[src/card_regs_pkg.sv]
// constants and carrier types for the card status and pin substitute registers
`default_nettype none
package card_regs_pkg;

  localparam logic [10:0] STATUS_OFFSET = 11'h202;
  localparam logic [10:0] PIN_OFFSET    = 11'h204;

  // status word fields
  localparam int ST_CHANGED_BIT = 7;
  localparam int ST_SIG_EN_BIT  = 6;
  localparam int ST_BYTE_IO_BIT = 5;
  localparam int ST_PWR_BIT     = 2;
  localparam int ST_INT_BIT     = 1;

  // pin word fields
  localparam int PIN_RDY_TGL_BIT = 5;
  localparam int PIN_WP_TGL_BIT  = 4;
  localparam int PIN_RDY_BIT     = 1;
  localparam int PIN_WP_BIT      = 0;
  localparam logic [7:0] PIN_FIXED_ONES = 8'h0c;

  // values after reset
  localparam logic RST_SIG_EN  = 1'b0;
  localparam logic RST_BYTE_IO = 1'b0;
  localparam logic RST_PWR     = 1'b0;
  localparam logic RST_TGL     = 1'b0;
  localparam logic RST_READY   = 1'b1;

  // idle time before automatic power down
  localparam int IDLE_TIME_US   = 5000;
  localparam int CLK_MHZ        = 40;
  localparam int IDLE_CYCLES    = IDLE_TIME_US * CLK_MHZ;

  typedef struct packed {
    logic        reg_n;
    logic        ce1_n;
    logic        oe_n;
    logic        we_n;
    logic [10:0] addr;
    logic [7:0]  data;
  } attr_bus_t;

endpackage

`default_nettype wire

[src/card_status_pin_replace_regs.sv]
// attribute memory status and pin substitute register bank
`timescale 1ns/1ps
`default_nettype none

module card_status_pin_replace_regs
  import card_regs_pkg::*;
#(
  parameter int IDLE_CNT = IDLE_CYCLES
) (
  input  wire logic      i_core_clk,
  input  wire logic      i_rstn,
  input  wire attr_bus_t i_attr,
  input  wire logic      i_io_mode,
  input  wire logic      i_irq_req,
  input  wire logic      i_irq_disable_n,
  input  wire logic      i_core_busy,
  input  wire logic      i_cmd_strobe,
  input  wire logic      i_power_is_down,
  output logic [7:0]     o_data,
  output logic           o_data_oe,
  output logic           o_status_change_n,
  output logic           o_ready,
  output logic           o_power_down
);

  if (IDLE_CNT < 2) begin : g_idle_check
    $error("IDLE_CNT must be at least 2");
  end

  localparam int CW = $clog2(IDLE_CNT + 1);
  localparam logic [CW-1:0] IDLE_LAST = CW'(IDLE_CNT - 1);

  // decoding shared by read and write paths
  function automatic logic sel_at(input attr_bus_t b, input logic [10:0] off);
    sel_at = !b.reg_n && !b.ce1_n && (b.addr == off);
  endfunction

  attr_bus_t attr_q;
  logic      change_signal_enable;
  logic      byte_io_request;
  logic      power_save_request;
  logic      ready_toggle_latch;
  logic      wp_toggle_latch;
  logic      ready_live_state;
  logic      ready_live_q;
  logic      pwr_busy;
  logic      auto_sleep;
  logic [CW-1:0] idle_cnt;

  logic       write_stb;
  logic       wr_status;
  logic       wr_pin;
  logic       rd_status;
  logic       rd_pin;
  logic       changed;
  logic       wp_live_state;
  logic       irq_pending;
  logic       ready_toggle_mask;
  logic       wp_toggle_mask;
  logic       next_ready_live;
  logic [7:0] status_word;
  logic [7:0] pin_word;
  logic [7:0] next_data;

  // write is taken when the write strobe is released
  assign write_stb = !attr_q.we_n && i_attr.we_n;
  assign wr_status = write_stb && sel_at(attr_q, STATUS_OFFSET);
  assign wr_pin    = write_stb && sel_at(attr_q, PIN_OFFSET);
  assign rd_status = !i_attr.oe_n && i_attr.we_n
                     && sel_at(i_attr, STATUS_OFFSET);
  assign rd_pin    = !i_attr.oe_n && i_attr.we_n
                     && sel_at(i_attr, PIN_OFFSET);

  assign ready_toggle_mask = attr_q.data[PIN_RDY_BIT];
  assign wp_toggle_mask    = attr_q.data[PIN_WP_BIT];

  assign changed       = ready_toggle_latch | wp_toggle_latch;
  assign wp_live_state = 1'b0;
  assign irq_pending   = i_irq_req & ~i_irq_disable_n;
  assign next_ready_live = !(i_core_busy | pwr_busy);

  always_comb begin
    status_word = 8'h00;
    status_word[ST_CHANGED_BIT] = changed;
    status_word[ST_SIG_EN_BIT]  = change_signal_enable;
    status_word[ST_BYTE_IO_BIT] = byte_io_request;
    status_word[ST_PWR_BIT]     = power_save_request;
    status_word[ST_INT_BIT]     = irq_pending;
  end

  always_comb begin
    pin_word = PIN_FIXED_ONES;
    pin_word[PIN_RDY_TGL_BIT] = ready_toggle_latch;
    pin_word[PIN_WP_TGL_BIT]  = wp_toggle_latch;
    pin_word[PIN_RDY_BIT]     = ready_live_state;
    pin_word[PIN_WP_BIT]      = wp_live_state;
  end

  always_comb begin
    next_data = 8'h00;
    if (rd_status) begin
      next_data = status_word;
    end else if (rd_pin) begin
      next_data = pin_word;
    end
  end

  always_ff @(posedge i_core_clk or negedge i_rstn) begin
    if (!i_rstn) begin
      attr_q <= '{reg_n: 1'b1, ce1_n: 1'b1, oe_n: 1'b1, we_n: 1'b1,
                  addr: 11'h000, data: 8'h00};
    end else begin
      attr_q <= i_attr;
    end
  end

  // read data on the low byte only
  always_ff @(posedge i_core_clk or negedge i_rstn) begin
    if (!i_rstn) begin
      o_data    <= 8'h00;
      o_data_oe <= 1'b0;
    end else begin
      o_data    <= next_data;
      o_data_oe <= rd_status | rd_pin;
    end
  end

  // host controlled status bits; unused bits are simply not stored
  always_ff @(posedge i_core_clk or negedge i_rstn) begin
    if (!i_rstn) begin
      change_signal_enable <= RST_SIG_EN;
      byte_io_request      <= RST_BYTE_IO;
      power_save_request   <= RST_PWR;
    end else if (wr_status) begin
      change_signal_enable <= attr_q.data[ST_SIG_EN_BIT];
      byte_io_request      <= attr_q.data[ST_BYTE_IO_BIT];
      power_save_request   <= attr_q.data[ST_PWR_BIT];
    end
  end

  // toggle latches: a hardware set wins over a host clear
  always_ff @(posedge i_core_clk or negedge i_rstn) begin
    if (!i_rstn) begin
      ready_toggle_latch <= RST_TGL;
    end else if (ready_live_state != ready_live_q) begin
      ready_toggle_latch <= 1'b1;
    end else if (wr_pin && ready_toggle_mask) begin
      ready_toggle_latch <= attr_q.data[PIN_RDY_TGL_BIT];
    end
  end

  always_ff @(posedge i_core_clk or negedge i_rstn) begin
    if (!i_rstn) begin
      wp_toggle_latch <= RST_TGL;
    end else if (wp_live_state) begin
      wp_toggle_latch <= 1'b1;
    end else if (wr_pin && wp_toggle_mask) begin
      wp_toggle_latch <= attr_q.data[PIN_WP_TGL_BIT];
    end
  end

  // busy from a power request change until the domain reports it reached
  always_ff @(posedge i_core_clk or negedge i_rstn) begin
    if (!i_rstn) begin
      pwr_busy <= 1'b0;
    end else if (wr_status
                 && attr_q.data[ST_PWR_BIT] != power_save_request) begin
      pwr_busy <= 1'b1;
    end else if (i_power_is_down == power_save_request) begin
      pwr_busy <= 1'b0;
    end
  end

  always_ff @(posedge i_core_clk or negedge i_rstn) begin
    if (!i_rstn) begin
      ready_live_state <= RST_READY;
      ready_live_q     <= RST_READY;
      o_ready          <= RST_READY;
    end else begin
      ready_live_state <= next_ready_live;
      ready_live_q     <= ready_live_state;
      o_ready          <= next_ready_live;
    end
  end

  // idle timer for automatic sleep; a command wakes at once
  always_ff @(posedge i_core_clk or negedge i_rstn) begin
    if (!i_rstn) begin
      idle_cnt   <= '0;
      auto_sleep <= 1'b0;
    end else if (i_cmd_strobe || i_core_busy) begin
      idle_cnt   <= '0;
      auto_sleep <= 1'b0;
    end else if (idle_cnt == IDLE_LAST) begin
      auto_sleep <= 1'b1;
    end else begin
      idle_cnt <= idle_cnt + 1'b1;
    end
  end

  always_ff @(posedge i_core_clk or negedge i_rstn) begin
    if (!i_rstn) begin
      o_power_down <= 1'b0;
    end else begin
      o_power_down <= power_save_request | auto_sleep;
    end
  end

  always_ff @(posedge i_core_clk or negedge i_rstn) begin
    if (!i_rstn) begin
      o_status_change_n <= 1'b1;
    end else begin
      o_status_change_n <= !(i_io_mode && changed
                             && change_signal_enable);
    end
  end

  a_change_out_drive: assert property (
    @(posedge i_core_clk) disable iff (!i_rstn)
    ##1 o_status_change_n == !$past(i_io_mode && changed
                                    && change_signal_enable))
    else $error("status change output wrong");

  a_change_out_quiet: assert property (
    @(posedge i_core_clk) disable iff (!i_rstn)
    (i_io_mode && !change_signal_enable) |=> o_status_change_n)
    else $error("status change low while disabled");

  a_changed_flag: assert property (
    @(posedge i_core_clk) disable iff (!i_rstn)
    rd_status |=> o_data[ST_CHANGED_BIT] == $past(changed) && o_data_oe)
    else $error("changed flag not the latch or");

  a_irq_masked: assert property (
    @(posedge i_core_clk) disable iff (!i_rstn)
    (rd_status && i_irq_disable_n) |=> !o_data[ST_INT_BIT])
    else $error("pending bit set while disabled");

  a_irq_mirror: assert property (
    @(posedge i_core_clk) disable iff (!i_rstn)
    (rd_status && !i_irq_disable_n)
    |=> o_data[ST_INT_BIT] == $past(i_irq_req))
    else $error("pending bit does not follow request");

  a_status_zeros: assert property (
    @(posedge i_core_clk) disable iff (!i_rstn)
    rd_status |=> o_data_oe && o_data[4:3] == 2'b00 && !o_data[0])
    else $error("status word unused bits not zero");

  a_pin_fixed: assert property (
    @(posedge i_core_clk) disable iff (!i_rstn)
    rd_pin |=> o_data[7:6] == 2'b00 && o_data[3:2] == 2'b11
               && !o_data[PIN_WP_BIT])
    else $error("pin word fixed bits wrong");

  a_ready_latch_set: assert property (
    @(posedge i_core_clk) disable iff (!i_rstn)
    (ready_live_state != ready_live_q) |=> ready_toggle_latch)
    else $error("ready toggle latch missed change");

  a_mask_keep: assert property (
    @(posedge i_core_clk) disable iff (!i_rstn)
    (wr_pin && !ready_toggle_mask && ready_live_state == ready_live_q)
    |=> $stable(ready_toggle_latch))
    else $error("masked write altered ready latch");

  a_ready_mask_load: assert property (
    @(posedge i_core_clk) disable iff (!i_rstn)
    (wr_pin && ready_toggle_mask && ready_live_state == ready_live_q)
    |=> ready_toggle_latch == $past(attr_q.data[PIN_RDY_TGL_BIT]))
    else $error("ready latch did not take written value");

  a_mask_load: assert property (
    @(posedge i_core_clk) disable iff (!i_rstn)
    (wr_pin && wp_toggle_mask)
    |=> wp_toggle_latch == $past(attr_q.data[PIN_WP_TGL_BIT]))
    else $error("wp latch did not take written value");

  a_wp_host_only: assert property (
    @(posedge i_core_clk) disable iff (!i_rstn)
    !(wr_pin && wp_toggle_mask) |=> $stable(wp_toggle_latch))
    else $error("wp latch moved without host write");

  a_busy_on_change: assert property (
    @(posedge i_core_clk) disable iff (!i_rstn)
    (wr_status && attr_q.data[ST_PWR_BIT] != power_save_request)
    |=> ##1 !ready_live_state && !o_ready)
    else $error("power change did not show busy");

  a_busy_hold: assert property (
    @(posedge i_core_clk) disable iff (!i_rstn)
    pwr_busy |=> !o_ready && !ready_live_state)
    else $error("ready shown before power state reached");

  a_power_follow: assert property (
    @(posedge i_core_clk) disable iff (!i_rstn)
    (wr_status && attr_q.data[ST_PWR_BIT]) |=> ##1 o_power_down)
    else $error("power down not requested");

  a_wake_on_cmd: assert property (
    @(posedge i_core_clk) disable iff (!i_rstn)
    (i_cmd_strobe && !power_save_request && !wr_status)
    |=> ##1 !o_power_down)
    else $error("command did not wake the card");

  a_read_quiet: assert property (
    @(posedge i_core_clk) disable iff (!i_rstn)
    !(rd_status || rd_pin) |=> !o_data_oe && o_data == 8'h00)
    else $error("data driven without a register read");

endmodule // card_status_pin_replace_regs

`default_nettype wire

[config.mk]
export PLATFORM = sky130hd
export DESIGN_NAME = card_status_pin_replace_regs
export DESIGN_NICKNAME = d
export VERILOG_FILES = /design/src/card_regs_pkg.sv /design/src/card_status_pin_replace_regs.sv
export SDC_FILE = /design/constraint.sdc
export NUM_CORES = 1
export LEC_CHECK = 0
export BUFFER_PORTS_ARGS = -buffer_cell sky130_fd_sc_hd__buf_2
export CAP_MARGIN = 20
export CELL_PAD_IN_SITES_DETAIL_PLACEMENT = 0
export CELL_PAD_IN_SITES_GLOBAL_PLACEMENT = 1
export CORE_UTILIZATION = 39
export CTS_CLUSTER_SIZE = 40
export DETAILED_ROUTE_END_ITERATION = 6
export PLACE_DENSITY_LB_ADDON = 0.1
export SETUP_SLACK_MARGIN = 0.5
export SLEW_MARGIN = 30
export SYNTH_ARGS = -nofsm -noshare
export SYNTH_HDL_FRONTEND = slang
export SYNTH_SLANG_ARGS = --single-unit
[constraint.sdc]
create_clock -name i_core_clk -period 1.7 [get_ports i_core_clk]
set_clock_uncertainty 0.15 [all_clocks]
set_input_delay 0 -clock i_core_clk [delete_from_list [all_inputs] [get_ports i_core_clk]]
set_output_delay 0 -clock i_core_clk [all_outputs]
set_load 0.05 [all_outputs]
Yosys cells after proc, flatten, opt, wreduce, memory -nomap -nowiden
Index checks and enable logic that the tools add are counted.
Widths: inputs -> output; s select.
{"block": "totals", "register_bits": 59, "output_inout_bits": 12, "elab_cells": 74}
{"block": "op_classes", "addsub": 1, "eq_ne": 9, "n_mux": 10, "n_bitwise": 6, "reduce_logical": 29}
{"op": "$eq 11x10->1 const B", "count": 4}
{"op": "$mux 18", "count": 2}
{"op": "$add 18x1->18 const B", "count": 1}
{"op": "$eq 18x18->1 const B", "count": 1}
{"op": "$logic_and 1x1->1", "count": 17}
{"op": "$logic_not 1->1", "count": 8}
{"op": "$mux 8", "count": 1}
{"op": "$mux 1", "count": 6}
{"op": "$mux 6", "count": 1}
{"op": "$reduce_bool 2->1", "count": 3}
{"op": "$or 1x1->1", "count": 4}
{"op": "$ne 1x1->1", "count": 2}
{"op": "$ne 2x2->1 const B", "count": 1}
{"op": "$and 1x1->1", "count": 1}
{"op": "$eq 1x1->1", "count": 1}
{"op": "$logic_or 1x1->1", "count": 1}
{"op": "$not 1->1", "count": 1}

Depth between registers and ports, before layout
{"block": "depth", "ltp_word": 7, "ltp_mapped": 5}

Worst setup path after synthesis
Ideal clock, no wire load.
{"block": "synth_timing", "path_kind": "reg-to-reg", "startpoint": "register idle_cnt[13]", "endpoint": "register idle_cnt[3]", "t_arrival_ns": 1.684, "slack_ns": -0.221, "path_stages_with_launch": 5, "path_buffers": 0, "synth_period_minus_slack_ns": 1.921, "cell_sequence": "dfrtp_1 -> or4b_4 -> nor4_4 -> nand4_4 -> a211oi_2"}
{"block": "synth_between", "elab_chain_len": 2}
{"element": "start: declaration", "line": "card_status_pin_replace_regs.sv:48", "source": "logic [CW-1:0] idle_cnt;"}
{"element": "start signal: assignment", "line": "card_status_pin_replace_regs.sv:197", "source": "idle_cnt <= idle_cnt + 1'b1;"}
{"element": "$eq 18x18->1", "line": "card_status_pin_replace_regs.sv:194", "source": "end else if (idle_cnt == IDLE_LAST) begin"}
{"element": "$ne 2x2->1 (no line)"}
Every way passes these cells.
A chain may end at the register's enable or synchronous reset.

Final worst setup path
{"block": "layout_timing", "startpoint": "register idle_cnt[12]", "endpoint": "register idle_cnt[3]"}
Same word-level chain as after synthesis.

==> load_flow_metrics.sql <==
INSERT INTO impl_metrics (metric_group, metric, value, unit) VALUES
('run_status', 'outcome', 'finished with violations', ''),
('run_status', 'violations', 'hold timing, setup timing', ''),
('routing', 'wl_per_cell', '15.1', 'µm'),
('global_routing', 'grt_max_degree', '38', ''),
('timing', 'setup_viol', '11', ''),
('critical_path', 'critPathArrivalTime', '2.03', 'ns'),
('routing', 'route.vias.total', '1845', ''),
('global_routing', 'number_of_global_route_vias_before_repair', '1951', ''),
('routing', 'detailedRoute.firstIterationViolations', '88', ''),
('critical_path', 'worst_path_largest_cell_delay', '0.55', 'ns'),
('placement', 'gp_congestion', '0.737', ''),
('critical_path', 'end_kind', 'flop', ''),
('routing', 'detail_route.vias_per_cell', '4.99', ''),
('routing', 'antenna_left', '0', ''),
('clocking', 'cts_root_buf', 'sky130_fd_sc_hd__clkbuf_8', ''),
('floorplan', 'die_width', '78.0', 'µm'),
('routing', 'drc', '0', ''),
('placement', 'placed_cells', '313', ''),
('critical_path', 'worstPathCellList', 'or4b_4 -> nor4_4 -> nand4_4 -> a211oi_2', ''),
('global_routing', 'track_usage', '20.1', '%'),
('layout', 'mostFrequentLayoutCell', 'sky130_fd_sc_hd__dfrtp_1', ''),
('yosys', 'ys_seq_area_share', '63.7', '%'),
('critical_path', 'critical_path_class', 'reg2reg', ''),
('timing', 'hold_viol', '1', ''),
('layout', 'drive_above_1_share', '48.7', '%'),
('clocking', 'clkSinkCount', '57', ''),
('power', 'power.density_cell_area', '809', 'nW/µm²'),
('critical_path', 'crit_path_start_kind', 'flop', ''),
('clocking', 'ctsHtreeMaxLevel', '3', ''),
('critical_path', 'critPathMaxFanout', '6', ''),
('yosys', 'netlist_instances', '184', ''),
('layout', 'synthToLayoutAreaGrowth', '63.6', '%'),
('critical_path', 'critPathSlowestCell', 'sky130_fd_sc_hd__or4b_4', ''),
('placement', 'portBuffers', '39', ''),
('global_routing', 'grt-ovfl-total', '0', ''),
('floorplan', 'fp.dieArea', '6080', 'µm²'),
('layout', 'mostFrequentLayoutCells', 'sky130_fd_sc_hd__dfrtp_1 (47), sky130_fd_sc_hd__buf_2 (37), sky130_fd_sc_hd__dlygate4sd3_1 (30)', ''),
('clocking', 'cts-buffers-inserted', '9', ''),
('timing', 'fin_crit', '1.95', 'ns'),
('power', 'vdd_ir_drop_max', '0.000629', 'V'),
('clocking', 'tritoncts', 'yes', ''),
('yosys', 'synth.distinct_cells', '44', ''),
('global_routing', 'antenna_found_initial', '0', ''),
('routing', 'drt_first_pass_iters', '4', ''),
('yosys', 'synth.ff_latch_count', '57', ''),
('floorplan', 'number_of_primary_i_o_pins', '43', ''),
('timing', 'final.setup.worst_slack', '-0.248', 'ns'),
('yosys', 'yosysWarnings', '0', ''),
('clocking', 'cts_buffer_depth', '2', ''),
('timing', 'rsz0062_at_grt', 'true', ''),
('layout', 'nets', '325', ''),
('yosys', 'syn-cell-area', '2250', 'µm²'),
('yosys', 'syn-num-nets', '216', ''),
('floorplan', 'fp.dieH', '78.0', 'µm'),
('run', 'max_cap_violations', '0', ''),
('timing', 'fmax', '513', 'MHz'),
('floorplan', 'cell_row_count', '27', ''),
('floorplan', 'starting_density', '40.7', '%'),
('timing', 'fraction_of_the_cycle_the_final_worst_path_needs', '115', '%'),
('timing', 'hold_ws', '-0.0654', 'ns'),
('floorplan', 'core', '5540', 'µm²'),
('layout', 'antenna-diode-count', '0', ''),
('layout', 'fill_cells', '423', ''),
('critical_path', 'crit_required', '1.78', 'ns'),
('timing', 'timing_max_transition_violations_final', '0', ''),
('layout', 'final_cell_count_no_fill', '370', ''),
('power', 'power.static_leakage', '1.77', 'nW'),
('hold_path', 'holdCritPathClass', 'in2reg', ''),
('routing', 'wirelength', '5580', 'µm'),
('global_routing', 'grt_first_pass_wirelength', '9010', 'µm'),
('clocking', 'clk_pin_slew_worst_paths', '0.07', 'ns'),
('yosys', 'postSynthAreaPerCell', '12.2', 'µm²'),
('placement', 'dp.final_hpwl', '3380', 'µm'),
('clocking', 'worst_skew_pair.late_latency', '0.33', 'ns');
cells in the mapped netlist (all sizes together):
master	count	share of area [%]
nor3b	4	1.3
nor4b	3	1.2
and3	2	0.56
nand2b	1	0.28
a41o	2	0.89
nor2	15	2.5
and2	3	0.83
dfstp	6	7.0
nor3	3	0.67
xnor2	6	2.3
a22o	1	0.39
a211oi	1	0.56
or3	3	0.83
or4b	2	1.1
a211o	1	0.39
a31o	2	0.78
dfrtp	51	57
and4	2	0.78
mux2	3	1.5
a32o	1	0.44
or2	3	0.83
nand2	12	2.0
o21ai	6	1.3
o221ai	1	0.39
nor4	7	2.9
nand4	4	1.8
buf	1	0.33
a21oi	6	1.3
xor2	1	0.39
inv	8	1.3
o21a	1	0.33
a21o	1	0.33
a31oi	6	1.7
ha	1	0.56
mux2i	2	0.89
nand3	7	1.6
clkbuf	2	0.33
nor2b	1	0.28
o211ai	1	0.33
conb	1	0.17
registers in the layout (all words and copies together), names as in the netlist:
name                  flops
attr_q                   20
auto_sleep                1
byte_io_request           1
change_signal_enable      1
idle_cnt                 18
o_data                    7
o_data_oe                 1
o_power_down              1
o_status_change_n         1
power_save_request        1
pwr_busy                  1
ready_live_q              1
ready_live_state          1
ready_toggle_latch        1
wp_toggle_latch           1
critical path, delay by kind of cell, from the launching register on:
family | cells | cell delay (ns)
AOI/OAI and AO/OA | 1 | 0.23
DFF | 1 | 0.38
and+or+nand+nor | 3 | 1.11
cell families (layout without fill, tap and decap cells):
logic type                 after synthesis  after routing  synth area share (%)
buffers and inverters                   11            125                  2.00
xor gates and xnor gates                 7              7                  2.72
adders and majority gates                1              1                 0.555
and+or+nand+nor                         72             72                  19.3
other                                    1              1                 0.167
muxes                                    5              5                  2.39
AOI/OAI and AO/OA                       30             30                  9.17
DFF                                     57             57                  63.7
per-layer routing:
layer	wire, µm	track usage [%]	part of all wire, %
met1	2450	23.9	44
met2	2800	34.0	50
met3	230	4.47	4.1
met4	110	10.2	2.0
met5	0	0	0
timing repair:
item	4_1_cts	5_1_grt
endpoints found under the setup margin	27	34
resized for setup	27	32
gates cloned	0	0
setup buffers	5	6
hold endpoints to repair	90	15
hold buffers	30	11
pin swaps	13	27
worst paths after layout:
path	depth (start not counted)	end	start	slack (ns)
setup / recovery	4	idle_cnt[3]$_DFFE_PN0P_	idle_cnt[12]$_DFFE_PN0P_	-0.25
hold / removal	5	o_data[3]$_DFF_PN0_	i_attr[20]	-0.07
setup reg to reg	4	idle_cnt[3]$_DFFE_PN0P_	idle_cnt[12]$_DFFE_PN0P_	-0.25
hold reg to reg	1	ready_live_state$_DFF_PN1_	pwr_busy$_DFFE_PN0P_	0.26
max in group asynchronous	3	ready_live_q$_DFF_PN1_	i_rstn	0.76
min in group asynchronous	2	o_data[6]$_DFF_PN0_	i_rstn	0.01
cell type report:
| class | count | area, µm² | area share, % |
|---|---|---|---|
| clock buffers | 11 | 141 | 3.84 |
| clock inverters | 5 | 80.1 | 2.17 |
| inverters | 8 | 32.5 | 0.883 |
| multi-input cells | 116 | 1080 | 29.4 |
| flip-flops and latches | 57 | 1440 | 39.0 |
| well taps | 72 | 90.1 | 2.44 |
| repair buffers | 101 | 817 | 22.2 |
report_power, final:
part	internal, W	switching, W
Sequential	0.00139	0.0000197
Clock	0.000863	0.000527
Combinational	0.0000958	0.0000862
through the flow:
step,worst slack (ns),utilization [%],TNS [ns],cell area (µm²),total power [W]
after floorplan,-0.152,-,-0.883,2370,0.00147
after global placement,-0.197,50.7,-1.20,2810,0.00154
after detailed placement,-0.268,50.7,-1.69,2810,0.00155
after CTS,-0.260,63.1,-1.95,3500,0.00300
after global routing,-0.274,66.5,-2.42,3680,0.00310
final,-0.248,66.5,-1.72,3680,0.00298
No activity file was read; power rests on OpenSTA's default activity.
